`src/pkg/lcrs_defines.svh`:
```
/*
  Constants of the common row scanner: stage count, level codes, reset values.
  Assumes it is included by bare name wherever these numbers are needed.
*/
`ifndef LCRS_DEFINES_SVH
`define LCRS_DEFINES_SVH

// ****************************************************************
// Geometry
// ****************************************************************
`define LCRS_STAGES       96

// ****************************************************************
// Drive level codes
// ****************************************************************
`define LCRS_LVL_VSS_CODE 2'h0
`define LCRS_LVL_V1_CODE  2'h1
`define LCRS_LVL_V4_CODE  2'h2
`define LCRS_LVL_V0_CODE  2'h3

// ****************************************************************
// Reset values
// ****************************************************************
`define LCRS_RST_BIT      1'h0
`define LCRS_RST_OE       1'h0

`endif

```
`src/pkg/lcrs_pkg.sv`:
```
/*
  Types of the common row scanner: drive level, scan state, pin drive pair.
  Assumes lcrs_defines.svh is on the include path.
*/
`include "lcrs_defines.svh"

package lcrs_pkg;

  // Four voltage levels a drive output can select
  typedef enum logic [1:0] {
    LCRS_LVL_VSS = `LCRS_LVL_VSS_CODE,
    LCRS_LVL_V1  = `LCRS_LVL_V1_CODE,
    LCRS_LVL_V4  = `LCRS_LVL_V4_CODE,
    LCRS_LVL_V0  = `LCRS_LVL_V0_CODE
  } lcrs_level_type;

  // Scan state: display off, waiting for first latch, running
  typedef enum logic [1:0] {
    LCRS_ST_OFF  = 2'b00,
    LCRS_ST_WAIT = 2'b01,
    LCRS_ST_RUN  = 2'b10
  } lcrs_state_type;

  // Output half of a two-way pin
  typedef struct packed {
    logic dout;
    logic oe;
  } lcrs_pin_drv_type;

endpackage : lcrs_pkg

```
`src/rtl/lcrs_fall_det.sv`:
```
/*
  Falling edge detector for a group of strobe inputs.
  Assumes inputs are synchronous to core_clk; pulses are combinational.
*/
module lcrs_fall_det #(
  parameter int WIDTH = 2
) (
  input  wire logic             core_clk, // System clock
  input  wire logic             arst_n,   // Async reset, active low
  input  wire logic [WIDTH-1:0] level_in, // Strobe levels
  output logic      [WIDTH-1:0] fall      // One-cycle falling edge pulses
);

  logic [WIDTH-1:0] prev_r;
  logic [WIDTH-1:0] prev_nxt;

  if (WIDTH < 1) begin : g_chk
    $error("lcrs_fall_det: WIDTH must be at least 1");
  end

  // Next previous-level value
  always_comb begin
    prev_nxt = level_in;
  end

  // Previous-level register; idle-low after reset so no false edge
  always_ff @(posedge core_clk or negedge arst_n) begin
    if (!arst_n) begin
      prev_r <= '0;
    end else begin
      prev_r <= prev_nxt;
    end
  end

  // High then low marks a falling edge
  assign fall = prev_r & ~level_in;

endmodule : lcrs_fall_det

```
`src/rtl/lcrs_row_scanner.sv`:
```
/*
  Common (row) scanner of a multi-output LCD driver: a bidirectional shift
  register carries the frame marker, and each stage selects a drive level.
  Assumes all strobe and pin inputs are synchronous to core_clk and that the
  external timing controller drives the row shift clock as the mode needs.
*/
`include "lcrs_defines.svh"

// Overview of operation
// - Shift register advances one stage per falling edge of row shift clock.
// - Display-off low forces every drive output to ground level.
// - Display-off low clears every shift register stage.
// - After display-off release outputs sit at non-select until data captured.
// - After release, shift data captured at first falling latch pulse edge.
// - Output level chosen from frame AC signal and matching stage bit.
// - Each stage maps to one drive output choosing one of four levels.
// - Direction one: pin a is marker input, pin b is shift output.
// - Direction zero: pin b is marker input, pin a is shift output.
module lcrs_row_scanner #(
  parameter int STAGES = `LCRS_STAGES
) (
  input  wire logic                                core_clk,         // 250 MHz clock
  input  wire logic                                arst_n,           // Async reset
  input  wire logic                                row_shift_clock,  // Row shift strobe
  input  wire logic                                line_latch_pulse, // Line latch strobe
  input  wire logic                                display_off_n,    // Display off
  input  wire logic                                frame_ac_signal,  // Frame inversion
  input  wire logic                                scan_dir,         // Direction bit
  input  wire logic                                cascade_pin_a_in, // Pin a level
  input  wire logic                                cascade_pin_b_in, // Pin b level
  output lcrs_pkg::lcrs_pin_drv_type               cascade_pin_a_drv, // Pin a drive
  output lcrs_pkg::lcrs_pin_drv_type               cascade_pin_b_drv, // Pin b drive
  output lcrs_pkg::lcrs_level_type [STAGES-1:0]    drive_outputs     // Level per output
);

  // ****************************************************************
  // Elaboration check
  // ****************************************************************
  if (STAGES < 2) begin : g_chk
    $error("lcrs_row_scanner: STAGES must be at least 2");
  end

  // ****************************************************************
  // Level selection
  // ****************************************************************

  // Select level from stage bit and frame phase; non-select is V1 or V4
  function automatic lcrs_pkg::lcrs_level_type sel_level(input logic bit_v,
                                                         input logic fr_v);
    if (bit_v) begin
      sel_level = fr_v ? lcrs_pkg::LCRS_LVL_V0 : lcrs_pkg::LCRS_LVL_VSS;
    end else begin
      sel_level = fr_v ? lcrs_pkg::LCRS_LVL_V4 : lcrs_pkg::LCRS_LVL_V1;
    end
  endfunction : sel_level

  // ****************************************************************
  // Edge detection
  // ****************************************************************
  logic [1:0] falls;
  logic       shift_fall;
  logic       latch_fall;

  lcrs_fall_det #(
    .WIDTH    (2)
  ) u_fall (
    .core_clk (core_clk),
    .arst_n   (arst_n),
    .level_in ({line_latch_pulse, row_shift_clock}),
    .fall     (falls)
  );

  // Split edge pulses; the row clock may be the latch pulse tied in monochrome
  assign shift_fall = falls[0];
  assign latch_fall = falls[1];

  // ****************************************************************
  // Scan state and shift register
  // ****************************************************************
  lcrs_pkg::lcrs_state_type state_r;
  lcrs_pkg::lcrs_state_type state_nxt;
  logic [STAGES-1:0]        sr_r;
  logic [STAGES-1:0]        sr_nxt;
  logic                     marker_in;

  // Input cascade pin chosen by direction
  assign marker_in = scan_dir ? cascade_pin_a_in : cascade_pin_b_in;

  // Next state and next shift register contents
  always_comb begin
    state_nxt = state_r;
    sr_nxt    = sr_r;
    case (state_r)
      lcrs_pkg::LCRS_ST_OFF: begin
        sr_nxt = '0;
        if (display_off_n) begin
          state_nxt = lcrs_pkg::LCRS_ST_WAIT;
        end
      end
      lcrs_pkg::LCRS_ST_WAIT: begin
        if (!display_off_n) begin
          sr_nxt    = '0;
          state_nxt = lcrs_pkg::LCRS_ST_OFF;
        end else if (latch_fall) begin
          sr_nxt    = {sr_r[STAGES-2:0], marker_in};
          state_nxt = lcrs_pkg::LCRS_ST_RUN;
        end
      end
      lcrs_pkg::LCRS_ST_RUN: begin
        if (!display_off_n) begin
          sr_nxt    = '0;
          state_nxt = lcrs_pkg::LCRS_ST_OFF;
        end else if (shift_fall) begin
          sr_nxt = {sr_r[STAGES-2:0], marker_in};
        end
      end
      default: begin
        sr_nxt    = '0;
        state_nxt = lcrs_pkg::LCRS_ST_OFF;
      end
    endcase
  end

  // State and shift register flops
  always_ff @(posedge core_clk or negedge arst_n) begin
    if (!arst_n) begin
      state_r <= lcrs_pkg::LCRS_ST_OFF;
      sr_r    <= '0;
    end else begin
      state_r <= state_nxt;
      sr_r    <= sr_nxt;
    end
  end

  // ****************************************************************
  // Drive outputs
  // ****************************************************************
  lcrs_pkg::lcrs_level_type [STAGES-1:0] drv_r;
  lcrs_pkg::lcrs_level_type [STAGES-1:0] drv_nxt;

  // Stage order follows direction; off forces ground, wait forces non-select
  always_comb begin
    for (int i = 0; i < STAGES; i++) begin
      if (!display_off_n || state_nxt == lcrs_pkg::LCRS_ST_OFF) begin
        drv_nxt[i] = lcrs_pkg::LCRS_LVL_VSS;
      end else if (state_nxt == lcrs_pkg::LCRS_ST_WAIT) begin
        drv_nxt[i] = sel_level(1'b0, frame_ac_signal);
      end else if (scan_dir) begin
        drv_nxt[i] = sel_level(sr_nxt[i], frame_ac_signal);
      end else begin
        drv_nxt[i] = sel_level(sr_nxt[STAGES-1-i], frame_ac_signal);
      end
    end
  end

  // Drive level flops
  always_ff @(posedge core_clk or negedge arst_n) begin
    if (!arst_n) begin
      for (int i = 0; i < STAGES; i++) begin
        drv_r[i] <= lcrs_pkg::LCRS_LVL_VSS;
      end
    end else begin
      drv_r <= drv_nxt;
    end
  end

  assign drive_outputs = drv_r;

  // ****************************************************************
  // Cascade pins
  // ****************************************************************
  lcrs_pkg::lcrs_pin_drv_type pin_a_r;
  lcrs_pkg::lcrs_pin_drv_type pin_b_r;
  lcrs_pkg::lcrs_pin_drv_type pin_a_nxt;
  lcrs_pkg::lcrs_pin_drv_type pin_b_nxt;

  // Output pin carries last stage; input pin is released
  always_comb begin
    pin_a_nxt.dout = scan_dir ? `LCRS_RST_BIT : sr_nxt[STAGES-1];
    pin_a_nxt.oe   = ~scan_dir;
    pin_b_nxt.dout = scan_dir ? sr_nxt[STAGES-1] : `LCRS_RST_BIT;
    pin_b_nxt.oe   = scan_dir;
  end

  // Cascade pin flops; both pins released during reset
  always_ff @(posedge core_clk or negedge arst_n) begin
    if (!arst_n) begin
      pin_a_r <= '{dout: `LCRS_RST_BIT, oe: `LCRS_RST_OE};
      pin_b_r <= '{dout: `LCRS_RST_BIT, oe: `LCRS_RST_OE};
    end else begin
      pin_a_r <= pin_a_nxt;
      pin_b_r <= pin_b_nxt;
    end
  end

  assign cascade_pin_a_drv = pin_a_r;
  assign cascade_pin_b_drv = pin_b_r;

endmodule : lcrs_row_scanner

```
`config.mk`:
```
export PLATFORM = sky130hd
export DESIGN_NAME = lcrs_row_scanner
export DESIGN_NICKNAME = d
export VERILOG_FILES = /design/src/pkg/lcrs_pkg.sv /design/src/rtl/lcrs_fall_det.sv /design/src/rtl/lcrs_row_scanner.sv
export VERILOG_INCLUDE_DIRS = /design/src /design/src/pkg
export SDC_FILE = /design/constraint.sdc
export NUM_CORES = 1
export LEC_CHECK = 0
export ABC_AREA = 1
export BUFFER_PORTS_ARGS = -buffer_cell sky130_fd_sc_hd__buf_4
export CORE_MARGIN = 1.5
export CORE_UTILIZATION = 60
export DETAILED_ROUTE_END_ITERATION = 7
export PLACE_DENSITY_LB_ADDON = 0.08
export SLEW_MARGIN = 20
export SYNTH_ARGS = -nofsm -noshare
export SYNTH_HDL_FRONTEND = slang
export SYNTH_SLANG_ARGS = --single-unit
```
`constraint.sdc`:
```
create_clock -name core_clk -period 6.9 [get_ports core_clk]
set_input_delay 1.38 -clock core_clk [delete_from_list [all_inputs] [get_ports core_clk]]
set_output_delay 1.38 -clock core_clk [all_outputs]
set_load 0.01 [all_outputs]
```
==> flow_summary.toml <==
[cts]
post-cts-setup-buffers = 0
clkSinkCount = 201
cts_hold_buffers = 0
clockRootBuffer = "clkbuf_16"
insertion_delay_ps = 510
numCtsBuffers = 23
htree_levels = 1
clkTransAtPathRegs_ps = 60
tritoncts = "done"
cts_buffer_depth = 3
postCtsResizedCells = 0

[detailed_routing]
drc_errors = 14
via_count = 10001
drtIter0Drc = 843
dr.pass1.iters = 8
routed_wl_mm = 25.7
avgRoutedWirePerCell_um = 13.6
viasPerCell = 5.31
ant_nets = 0

[setup_path]
cp.arrival_ps = 3760
startpoint_type = "input port"
crit_top_cell = "nand3_1"
crit_fanout = 117
critPathRequiredTime_ps = 7310
reg2regPathDepth = 10
cp_slowest_cell = "inv_4"
worstSetupEndpointType = "register"
crit_type = "input port to register"
cp_cell_sequence = "buf_4 -> nand2_1 -> inv_4 -> buf_4 -> nand3_1 -> nand3_1 -> nand3_1 -> nand2_1 -> inv_1"
critPathMaxStageDelay_ps = 790

[die]
die_h_um = 140
core_um2 = 18100
die_area_um2 = 19600
initial_core_util_pct = 61.9
pin_count = 205
die_w_um = 140
rows = 49

[synth]
synth_top_family_by_area = "simple AND/OR/NAND/NOR gates"
avgSynthCellArea_um2 = 7.04
synthAdderAreaFrac_pct = 0.445
yosys_warnings = 0
ys_ff_latch = 201
synth-xor-area-share_pct = 0
synth_fp_nets = 1609
synth-simple-area-share_pct = 37.5
yosysSeqAreaShare_pct = 44.8
synthCells = 1596
muxShareOfSynthArea_pct = 0
synth_cell_type_count = 17
netlist_area_um2 = 11200
synth_compound_area_share_pct = 0.0891

[pwr]
finalPower_uw = 4130
power.leakage_uw = 0.00813
ir_drop_v = 0.000264
p_per_area_nw_per_um2 = 324

[sta]
post-route-period-util_pct = 48.6
fin_skew_ps = 12.7
max_freq_ghz = 0.298
worst_pin_slew_ps = 1120
setup_violations = 0
hold_viol = 0
drv_slew = 0
slew_headroom_pct = 25.6
finalCriticalPeriod_ps = 3360
tns_ps = 0
rsz0062_at_grt = "false"

[hold_path]
hold_path_class = "register to register"
hold_depth = 4

[global_routing]
grt_overflow = 0
grt_pass1_wl_mm = 43.3
antenna_found_initial = 0
grt_max_degree = 118
grt_pass1_vias = 9506
grt_usage_pct = 26.5

[run_status]
violations = "design-rule violations"
outcome = "complete, but fails checks"

[placed_design]
place.detailed.hpwl_mm = 14.6
placed_area_um2 = 12000
io_buffers = 204
gp_congestion = 0.761

[final_layout]
multi_input_area_um2 = 4300
seq_area_um2 = 5030
diodes = 0
final_layout_size_suffix_gt1_share_pct = 18.1
fin_nets = 1650
design_area_um2 = 12700
n_fill_cell = 1509
syn_to_final_growth_pct = 13.3

[job]
drv_cap = 0
==> Yosys cell counts <==
cell / n / area [um^2]
nand2_1: 592 / 2220
nand3_1: 388 / 1940
dfrtp_1: 201 / 5030
inv_1: 160 / 601
buf_4: 95 / 713
clkbuf_1: 46 / 173
inv_2: 43 / 161
buf_2: 28 / 140
buf_1: 24 / 90.1
buf_6: 5 / 56.3
ha_1: 4 / 50.1
nor2_1: 4 / 15.0
nand3b_1: 2 / 15.0
a21oi_1: 1 / 5.00
nor2_4: 1 / 11.3
o21ai_0: 1 / 5.00
or2_1: 1 / 6.26
==> cell usage in the layout (no fill, tap or decap), types with 2 or more instances in the layout <==
| cell type | netlist | routed |
|---|---|---|
| buf_4 | 95 | 213 |
| clkbuf_1 | 46 | 5 |
| clkbuf_16 | 0 | 23 |
| clkbuf_8 | 0 | 6 |
| clkinv_2 | 0 | 9 |
| dfrtp_1 | 201 | 200 |
| ha_1 | 4 | 4 |
| inv_1 | 160 | 159 |
| inv_2 | 43 | 41 |
| nand2_1 | 592 | 590 |
| nand2_4 | 0 | 2 |
| nand3_1 | 388 | 387 |
| nand3b_1 | 2 | 2 |
| nor2_1 | 4 | 4 |
==> sequential cells by signal, summed over array words and instances, names as in the netlist <==
| signal | count |
|---|---|
| sr_r | 96 |
| cascade_pin_a_drv | 2 |
| state_r | 2 |
| cascade_pin_b_drv | 2 |
| u_fall.prev_r | 2 |
| drive_outputs | 97 |
==> critical path: cells and delay by family <==
family	cells	cell delay (ps)
buffers and inverters	4	1670
and+or+nand+nor	5	650
==> power by group <==
part	switching (uW)	internal (uW)	total [uW]
Sequential	67.8	1360	1430
Clock	481	705	1190
Combinational	961	553	1510
Total	1510	2620	4130
==> metal layers <==
metal | GRT usage (%) | vias up | share of wire (%)
li1 | - | 4936 | -
met1 | 33.8 | 4681 | 43
met2 | 46.3 | 331 | 49
met3 | 3.72 | 53 | 5.9
met4 | 8.92 | 0 | 2.3
met5 | 0 | - | 0
==> cell type report <==
| class | count | share of cell area [%] |
|---|---|---|
| tap | 229 | 2.25 |
| timing repair buffer | 214 | 12.7 |
| multi-input combinational | 994 | 33.8 |
| clock buffer | 33 | 5.21 |
| inverter | 203 | 6.02 |
| clock inverter | 9 | 0.580 |
| sequential | 201 | 39.5 |
==> metrics by stage <==
step,std cells,util [%],hold WS [ps],setup slack (ps)
after global routing,1883,70.2,643,3300
after floorplan,1596,-,558,3420
final,1883,70.2,599,3540
after detailed placement,1841,66.1,583,3030
after global placement,1841,66.1,577,3100
after CTS,1883,70.2,598,3550
==> worst paths after layout <==
kind / startpoint / to / slack [ps]
hold / removal: sr_r[57] / sr_r[57] / 600
setup / recovery: display_off_n / drive_outputs[128] / 3540
min in group asynchronous: arst_n / drive_outputs[16] / 940
setup reg to reg: state_r[1] / drive_outputs[128] / 3770
max in group asynchronous: arst_n / u_fall.prev_r[0] / 4690
hold reg to reg: sr_r[57] / sr_r[57] / 600
==> cells by family (layout without fill, tap and decap cells) <==
logic type                 Yosys count  in the layout
AOI/OAI and AO/OA                    2              2
adders and majority gates            4              4
buffers and inverters              401            459
DFF                                201            201
and+or+nand+nor                    988            988
No activity file was read; power rests on OpenSTA's default activity.
